===== src/cbbc_defines.svh =====
`ifndef CBBC_DEFINES_SVH
`define CBBC_DEFINES_SVH

// ==========================================================================
// register port offsets (word index)
`define CBBC_OFS_PROG_CTR   4'h0
`define CBBC_OFS_STAT_WORD  4'h1
`define CBBC_OFS_OPMODE     4'h2
`define CBBC_OFS_EXEC_STAT  4'h3

// ==========================================================================
// status word field positions
`define CBBC_STAT_C         0
`define CBBC_STAT_V         1
`define CBBC_STAT_Z         2
`define CBBC_STAT_N         3
`define CBBC_STAT_U         4
`define CBBC_STAT_E         5

// operating mode: unsigned condition aliases allowed
`define CBBC_OPMODE_CC      8

// execution status read-back positions
`define CBBC_XST_TAKEN      0
`define CBBC_XST_REFUSED    1
`define CBBC_XST_BUSY       2

// ==========================================================================
// reset values
`define CBBC_RST_PROG_CTR   16'h0000
`define CBBC_RST_STAT_WORD  16'h0000
`define CBBC_RST_OPMODE     16'h0000

// ==========================================================================
// timing in core clock cycles and program words
`define CBBC_CYC_BR_TAKEN   3'h6
`define CBBC_CYC_BR_FALL    3'h4
`define CBBC_CYC_BITINV     3'h4
`define CBBC_WORDS_BR       16'h0001
`define CBBC_WORDS_BITINV   16'h0002

`endif


===== src/cbbc_pkg.sv =====
`default_nettype none

// ==========================================================================
// shared types of the branch / bit-invert execution block
package cbbc_pkg;

  typedef enum logic [0:0] {
    cbbc_idle = 1'b0,
    cbbc_run  = 1'b1
  } cbbc_state_e;

  typedef enum logic [0:0] {
    cbbc_op_branch = 1'b0,
    cbbc_op_bitinv = 1'b1
  } cbbc_op_e;

  typedef enum logic [3:0] {
    cbbc_cc_carry_clr     = 4'h0,
    cbbc_cc_carry_set     = 4'h1,
    cbbc_cc_zero_set      = 4'h2,
    cbbc_cc_zero_clear    = 4'h3,
    cbbc_cc_signed_atleast = 4'h4,
    cbbc_cc_signed_under  = 4'h5,
    cbbc_cc_signed_above  = 4'h6,
    cbbc_cc_signed_atmost = 4'h7,
    cbbc_cc_not_normal    = 4'h8,
    cbbc_cc_normal        = 4'h9,
    cbbc_cc_uns_not_under = 4'ha,
    cbbc_cc_uns_under     = 4'hb,
    cbbc_cc_uns_above     = 4'hc,
    cbbc_cc_uns_atmost    = 4'hd
  } cbbc_cond_e;

  typedef struct packed {
    cbbc_op_e    op;
    cbbc_cond_e  cond;
    logic [6:0]  offset;
    logic [15:0] mask;
    logic        dest_status;
    logic [15:0] addr;
  } cbbc_instr_s;

  typedef struct packed {
    logic        rd;
    logic        wr;
    logic [15:0] addr;
    logic [15:0] wdata;
  } cbbc_mem_req_s;

  typedef struct packed {
    cbbc_state_e   state;
    logic [2:0]    cnt;
    cbbc_op_e      op;
    logic          dest_status;
    logic [15:0]   mask;
    logic [15:0]   next_pc;
    logic          carry_new;
    logic [15:0]   pc;
    logic [15:0]   stat_word;
    logic [15:0]   opmode;
    logic          busy;
    logic          done;
    logic          taken;
    logic          refused;
    cbbc_mem_req_s mem;
    logic [15:0]   reg_rdata;
  } cbbc_st_s;

endpackage : cbbc_pkg

`default_nettype wire

===== src/cbbc_core.sv =====
// The register offsets and strobed register access are this design's own decisions.
`timescale 1ns/1ns
`default_nettype none
`include "cbbc_defines.svh"

// ==========================================================================
module cbbc_core (
  // clock and reset
  input  wire logic                   ref_clk,
  input  wire logic                   rst_b,
  // instruction request
  input  wire logic                   instr_valid,
  input  wire cbbc_pkg::cbbc_instr_s  instr,
  output logic                        busy,
  output logic                        done,
  output logic                        taken,
  output logic                        refused,
  // data memory port
  output var  cbbc_pkg::cbbc_mem_req_s mem_req,
  input  wire logic [15:0]            mem_rdata,
  // register port
  input  wire logic [3:0]             reg_addr,
  input  wire logic [15:0]            reg_wdata,
  input  wire logic                   reg_wr,
  input  wire logic                   reg_rd,
  output logic [15:0]                 reg_rdata,
  // core state
  output logic [15:0]                 prog_ctr,
  output logic [15:0]                 stat_word
);

  // ========================================================================
  // decode helpers
  function automatic logic [15:0] sext7(input logic [6:0] ofs);
    sext7 = {{9{ofs[6]}}, ofs};
  endfunction : sext7

  function automatic logic is_alias(input cbbc_pkg::cbbc_cond_e cond);
    is_alias = (cond == cbbc_pkg::cbbc_cc_uns_not_under) ||
               (cond == cbbc_pkg::cbbc_cc_uns_under) ||
               (cond == cbbc_pkg::cbbc_cc_uns_above) ||
               (cond == cbbc_pkg::cbbc_cc_uns_atmost);
  endfunction : is_alias

  // undefined codes 4'he and 4'hf are refused like a disabled alias
  function automatic logic cond_legal(input cbbc_pkg::cbbc_cond_e cond,
                                      input logic                 cc_mode);
    cond_legal = (cond <= cbbc_pkg::cbbc_cc_uns_atmost) && (cc_mode || !is_alias(cond));
  endfunction : cond_legal

  function automatic logic cond_true(input cbbc_pkg::cbbc_cond_e cond,
                                     input logic [15:0]          s);
    logic c;
    logic z;
    logic nv;
    logic nrm;
    c   = s[`CBBC_STAT_C];
    z   = s[`CBBC_STAT_Z];
    nv  = s[`CBBC_STAT_N] ^ s[`CBBC_STAT_V];
    nrm = z | (!s[`CBBC_STAT_U] & !s[`CBBC_STAT_E]);
    case (cond)
      cbbc_pkg::cbbc_cc_carry_clr,
      cbbc_pkg::cbbc_cc_uns_not_under: cond_true = !c;
      cbbc_pkg::cbbc_cc_carry_set,
      cbbc_pkg::cbbc_cc_uns_under:     cond_true = c;
      cbbc_pkg::cbbc_cc_zero_set:      cond_true = z;
      cbbc_pkg::cbbc_cc_zero_clear:    cond_true = !z;
      cbbc_pkg::cbbc_cc_signed_atleast: cond_true = !nv;
      cbbc_pkg::cbbc_cc_signed_under:  cond_true = nv;
      cbbc_pkg::cbbc_cc_signed_above:  cond_true = !(z | nv);
      cbbc_pkg::cbbc_cc_signed_atmost: cond_true = z | nv;
      cbbc_pkg::cbbc_cc_not_normal:    cond_true = !nrm;
      cbbc_pkg::cbbc_cc_normal:        cond_true = nrm;
      cbbc_pkg::cbbc_cc_uns_above:     cond_true = !c & !z;
      cbbc_pkg::cbbc_cc_uns_atmost:    cond_true = c | z;
      default:                         cond_true = 1'b0;
    endcase
  endfunction : cond_true

  // ========================================================================
  // state
  cbbc_pkg::cbbc_st_s st_r;
  cbbc_pkg::cbbc_st_s st_nxt;

  logic        take;
  logic        is_br;
  logic        br_ok;
  logic        br_legal;
  logic [15:0] br_tgt;
  logic [15:0] take_mask;

  assign take      = instr_valid && (st_r.state == cbbc_pkg::cbbc_idle);
  assign is_br     = (instr.op == cbbc_pkg::cbbc_op_branch);
  assign br_legal  = cond_legal(instr.cond, st_r.opmode[`CBBC_OPMODE_CC]);
  assign br_ok     = br_legal && cond_true(instr.cond, st_r.stat_word);
  // base is the word after the branch
  assign br_tgt    = st_r.pc + `CBBC_WORDS_BR + sext7(instr.offset);
  assign take_mask = instr.mask;

  // ========================================================================
  // next state
  always_comb begin
    st_nxt               = st_r;
    st_nxt.done          = 1'b0;
    st_nxt.mem.rd        = 1'b0;
    st_nxt.mem.wr        = 1'b0;
    st_nxt.reg_rdata     = 16'h0000;

    // read data stands only in the cycle after the strobe
    if (reg_rd) begin
      case (reg_addr)
        `CBBC_OFS_PROG_CTR:  st_nxt.reg_rdata = st_r.pc;
        `CBBC_OFS_STAT_WORD: st_nxt.reg_rdata = st_r.stat_word;
        `CBBC_OFS_OPMODE:    st_nxt.reg_rdata = st_r.opmode;
        `CBBC_OFS_EXEC_STAT: begin
          st_nxt.reg_rdata[`CBBC_XST_TAKEN]   = st_r.taken;
          st_nxt.reg_rdata[`CBBC_XST_REFUSED] = st_r.refused;
          st_nxt.reg_rdata[`CBBC_XST_BUSY]    = st_r.busy;
        end
        default:             st_nxt.reg_rdata = 16'h0000;
      endcase
    end

    // software writes to pc lose against any instruction finishing in the same cycle, to status word only against a bit invert
    if (reg_wr) begin
      case (reg_addr)
        `CBBC_OFS_PROG_CTR:  st_nxt.pc        = reg_wdata;
        `CBBC_OFS_STAT_WORD: st_nxt.stat_word = reg_wdata;
        `CBBC_OFS_OPMODE:    st_nxt.opmode    = reg_wdata;
        default:             st_nxt.opmode    = st_r.opmode;
      endcase
    end

    case (st_r.state)
      cbbc_pkg::cbbc_idle: begin
        if (instr_valid) begin
          st_nxt.state       = cbbc_pkg::cbbc_run;
          st_nxt.busy        = 1'b1;
          st_nxt.op          = instr.op;
          st_nxt.dest_status = instr.dest_status;
          st_nxt.mask        = instr.mask;
          st_nxt.taken       = 1'b0;
          st_nxt.refused     = 1'b0;
          if (is_br) begin
            st_nxt.taken   = br_ok;
            st_nxt.refused = !br_legal;
            if (br_ok) begin
              st_nxt.next_pc = br_tgt;
              st_nxt.cnt     = 3'(`CBBC_CYC_BR_TAKEN - 3'h1);
            end else begin
              st_nxt.next_pc = st_r.pc + `CBBC_WORDS_BR;
              st_nxt.cnt     = 3'(`CBBC_CYC_BR_FALL - 3'h1);
            end
          end else begin
            st_nxt.next_pc = st_r.pc + `CBBC_WORDS_BITINV;
            st_nxt.cnt     = 3'(`CBBC_CYC_BITINV - 3'h1);
            if (!instr.dest_status) begin
              st_nxt.mem.rd   = 1'b1;
              st_nxt.mem.addr = instr.addr;
            end
          end
        end
      end
      cbbc_pkg::cbbc_run: begin
        if ((st_r.cnt == 3'h2) && (st_r.op == cbbc_pkg::cbbc_op_bitinv) &&
            !st_r.dest_status) begin
          // all selected bits one, zero mask counts as all one
          st_nxt.carry_new = &(mem_rdata | ~st_r.mask);
          // invert selected bits, write back; single write
          st_nxt.mem.wr    = 1'b1;
          st_nxt.mem.wdata = mem_rdata ^ st_r.mask;
        end
        if (st_r.cnt == 3'h1) begin
          st_nxt.state = cbbc_pkg::cbbc_idle;
          st_nxt.busy  = 1'b0;
          st_nxt.done  = 1'b1;
          st_nxt.pc    = st_r.next_pc;
          if (st_r.op == cbbc_pkg::cbbc_op_bitinv) begin
            if (st_r.dest_status) begin
              // status word bits invert like any other destination
              st_nxt.stat_word = st_r.stat_word ^ st_r.mask;
            end else begin
              // carry result; zero mask leaves carry set
              st_nxt.stat_word = st_r.stat_word;
              st_nxt.stat_word[`CBBC_STAT_C] = st_r.carry_new;
            end
          end
        end else begin
          st_nxt.cnt = st_r.cnt - 3'h1;
        end
      end
      default: begin
        st_nxt.state = cbbc_pkg::cbbc_idle;
        st_nxt.busy  = 1'b0;
      end
    endcase
  end

  always_ff @(posedge ref_clk or negedge rst_b) begin
    if (!rst_b) begin
      st_r           <= '0;
      st_r.pc        <= `CBBC_RST_PROG_CTR;
      st_r.stat_word <= `CBBC_RST_STAT_WORD;
      st_r.opmode    <= `CBBC_RST_OPMODE;
    end else begin
      st_r <= st_nxt;
    end
  end

  // ========================================================================
  // outputs
  assign busy      = st_r.busy;
  assign done      = st_r.done;
  assign taken     = st_r.taken;
  assign refused   = st_r.refused;
  assign mem_req   = st_r.mem;
  assign reg_rdata = st_r.reg_rdata;
  assign prog_ctr  = st_r.pc;
  assign stat_word = st_r.stat_word;
endmodule : cbbc_core

`default_nettype wire


===== config.mk =====
export PLATFORM = sky130hd
export DESIGN_NAME = cbbc_core
export DESIGN_NICKNAME = d
export VERILOG_FILES = /design/src/cbbc_pkg.sv /design/src/cbbc_core.sv
export VERILOG_INCLUDE_DIRS = /design/src
export SDC_FILE = /design/constraint.sdc
export NUM_CORES = 1
export LEC_CHECK = 0
export BUFFER_PORTS_ARGS = -buffer_cell sky130_fd_sc_hd__buf_4
export CAP_MARGIN = 0
export CORE_UTILIZATION = 25
export CTS_BUF_LIST = sky130_fd_sc_hd__clkbuf_8
export DETAILED_ROUTE_END_ITERATION = 8
export PLACE_DENSITY_LB_ADDON = 0.08
export SETUP_SLACK_MARGIN = 0.15
export SLEW_MARGIN = 20
export SYNTH_ARGS = -nofsm -noshare
export SYNTH_HDL_FRONTEND = slang
export SYNTH_SLANG_ARGS = --single-unit

===== constraint.sdc =====
create_clock -name ref_clk -period 4.9 [get_ports ref_clk]
set_clock_uncertainty 0.1 [all_clocks]
set_input_delay 0.98 -clock ref_clk [delete_from_list [all_inputs] [get_ports ref_clk]]
set_output_delay 0.98 -clock ref_clk [all_outputs]
set_load 0.01 [all_outputs]

==> impl_summary.log <==
INFO  metric grtUsageTotal = 15.32%
INFO  metric fmax = 294.5 MHz
INFO  metric worst_hold_startpoint = st_r[107]
INFO  metric place_congestion = 0.7539
INFO  metric numPortBuffers = 171
INFO  metric slew-limit-headroom = 36.05%
INFO  metric antenna_left = 0
INFO  metric drt_wl_total = 25.28 mm
INFO  metric antenna_violations_before_repair = 1
INFO  metric worst-r2r-setup-slack = 1.50 ns
INFO  metric status = completed
INFO  metric timing.critical_path.to_type = register
INFO  metric min_delay_worst_endpoint = prog_ctr[4]
INFO  metric viasPerCell = 4.521
INFO  metric postCtsHoldBufs = 0
INFO  metric synthesis.area_per_instance = 9.547 sq um
INFO  metric drive_above_1_share = 27.23%
INFO  metric async_flop_share = 100.0%
INFO  metric worstPathMaxFanout = 8
INFO  metric die_area = 0.03419 sq mm
INFO  metric ratio_of_total_power_to_cell_area = 558.8 mW/mm^2
INFO  metric max_cap_viol_count = 0
INFO  metric p_sw = 2253 uW
INFO  metric totalNegativeSetupSlack = 0 ns
INFO  metric timing_hold_violations_final = 0
INFO  metric regToRegEndpoint = st_r[118]
INFO  metric coreArea = 0.03270 sq mm
INFO  metric first_iter_violations = 327
INFO  metric cts_buffers = 17
INFO  metric cts_sinks = 141
INFO  metric ff2ff_path_depth = 15
INFO  metric yosysTopAreaCellShare = 42.19%
INFO  metric ctsHtreeMaxLevel = 4
INFO  metric netlist_instances = 876
INFO  metric timing.hold.ws = 0.3806 ns
INFO  metric irDropWorstVdd = 189.9 uV
INFO  metric timing_worst_slew_pin_value = 0.9592 ns
INFO  metric root_buffer = sky130_fd_sc_hd__clkbuf_8
INFO  metric crit_path_time_final = 3.395 ns
INFO  metric worst_ep_required_time = 5.19 ns
INFO  metric critical_path.startpoint_type = register
INFO  metric chip_height = 184.9 um
INFO  metric critical_path_arrival = 3.68 ns
INFO  metric routedWlPerCell = 17.98 um
INFO  metric detailed_place_hpwl = 18.76 mm
INFO  metric path_clk_slew = 0.09 ns
INFO  metric boundaryPins = 172
INFO  metric clock_tree_from_tritoncts = built
INFO  metric period_share = 69.29%
INFO  metric critical_path_class = reg2reg
INFO  metric p_sw_share = 40.80%
INFO  metric via_count = 6,357
INFO  metric worst_hold_path_stage_count = 2
INFO  metric p_int = 3269 uW
INFO  metric clock_insertion_delay_worst_skew = 0.46 ns
INFO  metric floorplan.die.width = 184.9 um
INFO  metric share_seq_of_total_power = 39.0%
INFO  metric yosysTopAreaCell = sky130_fd_sc_hd__dfrtp_1
INFO  metric syn-num-nets = 1,003
INFO  metric yosysSeqAreaShare = 42.19%
INFO  metric clock_power_share = 17.7%
INFO  metric setup-violations-final = 0
INFO  metric cts.path.max_buffers = 2
INFO  metric area_growth_syn_to_layout = 18.15%
INFO  metric dominantRegCellSynth = sky130_fd_sc_hd__dfrtp_1
INFO  metric yosysWarnings = 0
INFO  metric grt_first_pass_wirelength = 38.99 mm
INFO  metric yosys_register_bits = 141
INFO  metric post_cts_resize_count = 0
INFO  metric postCtsSetupRepairBufs = 0
INFO  metric hp-class = reg2reg
INFO  metric drv_slew = 0
INFO  metric post_synth_main_area_contributors = sky130_fd_sc_hd__dfrtp_1 (42%), sky130_fd_sc_hd__buf_4 (7.5%), sky130_fd_sc_hd__ha_1 (6.0%)
INFO  metric largest_net_degree_at_the_start_of_global_routing = 90
INFO  metric drcViolationCount = 0
INFO  metric power_leakage = 0.004615 uW
INFO  metric initial_core_util = 25.57%
INFO  metric drt-pass1-iter-count = 4
INFO  metric row_count = 66
INFO  metric nets = 1,077
INFO  metric power.share.combinational = 43.3%
INFO  metric crit_path_start = prog_ctr[1]
INFO  metric cell_area_synth = 0.008363 sq mm
INFO  metric synth.lib_cells_used.distinct = 57
INFO  metric rsz_0062_raised_after_global_routing = no
INFO  metric synth_edf_count = 0
INFO  metric grt_pass1_vias = 6,593
INFO  metric worst_r2r_startpoint = prog_ctr[1]
INFO  metric overflow = 0
-- registers in the layout, indices dropped and copies added, names as in the netlist --
register and count:
refused 1, stat_word 16, busy 1, taken 1, reg_rdata 16, st_r 55
mem_req 34, prog_ctr 16, done 1
-- layout by cell type, fill, tap and decap left out, types with 19 or more instances in the layout --
| cell | count |
|---|---|
| sky130_fd_sc_hd__o21ai_0 | 52 |
| sky130_fd_sc_hd__dfrtp_1 | 141 |
| sky130_fd_sc_hd__nor2_1 | 77 |
| sky130_fd_sc_hd__ha_1 | 40 |
| sky130_fd_sc_hd__xor2_1 | 20 |
| sky130_fd_sc_hd__buf_4 | 179 |
| sky130_fd_sc_hd__nand2_1 | 128 |
| sky130_fd_sc_hd__xnor2_1 | 22 |
| sky130_fd_sc_hd__clkbuf_8 | 19 |
| sky130_fd_sc_hd__inv_1 | 26 |
| sky130_fd_sc_hd__a21oi_1 | 32 |
| sky130_fd_sc_hd__mux2_2 | 37 |
| sky130_fd_sc_hd__mux2i_1 | 39 |
-- through the flow --
| stage | area [sq um] | total power (uW) | instances | utilization, % | setup slack, ns |
|---|---|---|---|---|---|
| after floorplan | 8363 | 3900 | 876 | - | 1.823 |
| after global placement | 9478 | 4628 | 1373 | 28.98 | 1.454 |
| after detailed placement | 9478 | 4627 | 1373 | 28.98 | 1.435 |
| after CTS | 9874 | 5639 | 1404 | 30.20 | 1.470 |
| after global routing | 9876 | 6006 | 1404 | 30.20 | 1.121 |
| final | 9881 | 5522 | 1406 | 30.21 | 1.505 |
-- worst max-delay path, cell delays in order (launching register included) --
cell and delay [ns]:
sky130_fd_sc_hd__dfrtp_1 0.47, sky130_fd_sc_hd__ha_1 0.24, sky130_fd_sc_hd__and3_1 0.25, sky130_fd_sc_hd__and3_2 0.25, sky130_fd_sc_hd__nand2_1 0.12, sky130_fd_sc_hd__nor2_4 0.22
sky130_fd_sc_hd__nand4_1 0.14, sky130_fd_sc_hd__xnor2_1 0.26, sky130_fd_sc_hd__ha_1 0.29, sky130_fd_sc_hd__inv_1 0.09, sky130_fd_sc_hd__o21bai_1 0.07, sky130_fd_sc_hd__a21oi_1 0.15
sky130_fd_sc_hd__o21ai_1 0.09, sky130_fd_sc_hd__xor2_1 0.17, sky130_fd_sc_hd__or3_1 0.31, sky130_fd_sc_hd__nand4_1 0.09
-- cells in the mapped netlist (8+ instances only) --
library cell	n
sky130_fd_sc_hd__a211oi_1	17
sky130_fd_sc_hd__a21oi_1	32
sky130_fd_sc_hd__a311oi_1	15
sky130_fd_sc_hd__and3_1	8
sky130_fd_sc_hd__buf_4	84
sky130_fd_sc_hd__clkbuf_1	30
sky130_fd_sc_hd__dfrtp_1	141
sky130_fd_sc_hd__ha_1	40
sky130_fd_sc_hd__inv_1	26
sky130_fd_sc_hd__mux2_2	37
sky130_fd_sc_hd__mux2i_1	39
sky130_fd_sc_hd__nand2_1	128
sky130_fd_sc_hd__nand3_1	10
sky130_fd_sc_hd__nor2_1	77
sky130_fd_sc_hd__o21ai_0	52
sky130_fd_sc_hd__xnor2_1	22
sky130_fd_sc_hd__xor2_1	20
-- layer usage --
metal  GRT usage, %  up-vias  share of wire (%)
li1               -     3079                  -
met1          20.48     3127                 47
met2          24.63      135                 47
met3          3.893       16                5.2
met4          3.537        0               0.87
met5              0        -                  0
-- power by group through the flow --
stage          Clock (uW)  Sequential (uW)  Combinational (uW)
2_1_floorplan           0             1920                1980
3_3_place_gp            0             2190                2440
3_5_place_dp            0             2190                2430
4_1_cts              1020             2170                2450
5_1_grt              1070             2240                2700
6_report              978             2150                2390
-- area by class of cell --
cell class                 count  area, sq um
inverter                      26        97.59
fill                        3548        22820
clock buffer                  19        261.5
antenna                        2        5.005
sequential                   141         3528
multi-input combinational    583         3925
clock inverter                12        135.1
tap                          442        553.0
timing repair buffer         181         1375
-- worst max-delay path by stage --
stage	end	cells past startpoint
6_report	st_r[118]	15
5_1_grt	st_r[117]	15
4_1_cts	st_r[118]	15
3_5_place_dp	st_r[117]	11
2_1_floorplan	st_r[117]	10
3_3_place_gp	st_r[117]	11
-- cells by family (layout without fill, tap and decap cells) --
family,count (synthesis),in the layout,synth area share (%)
other,0,2,0
buffers and inverters,152,238,11.00
xor gates and xnor gates,42,42,4.399
adders and majority gates,41,41,6.224
and+or+nand+nor,266,266,13.88
AOI/OAI and AO/OA,155,155,11.85
DFF,141,141,42.19
muxes,79,79,10.46
No activity file was read; power rests on OpenSTA's default activity.
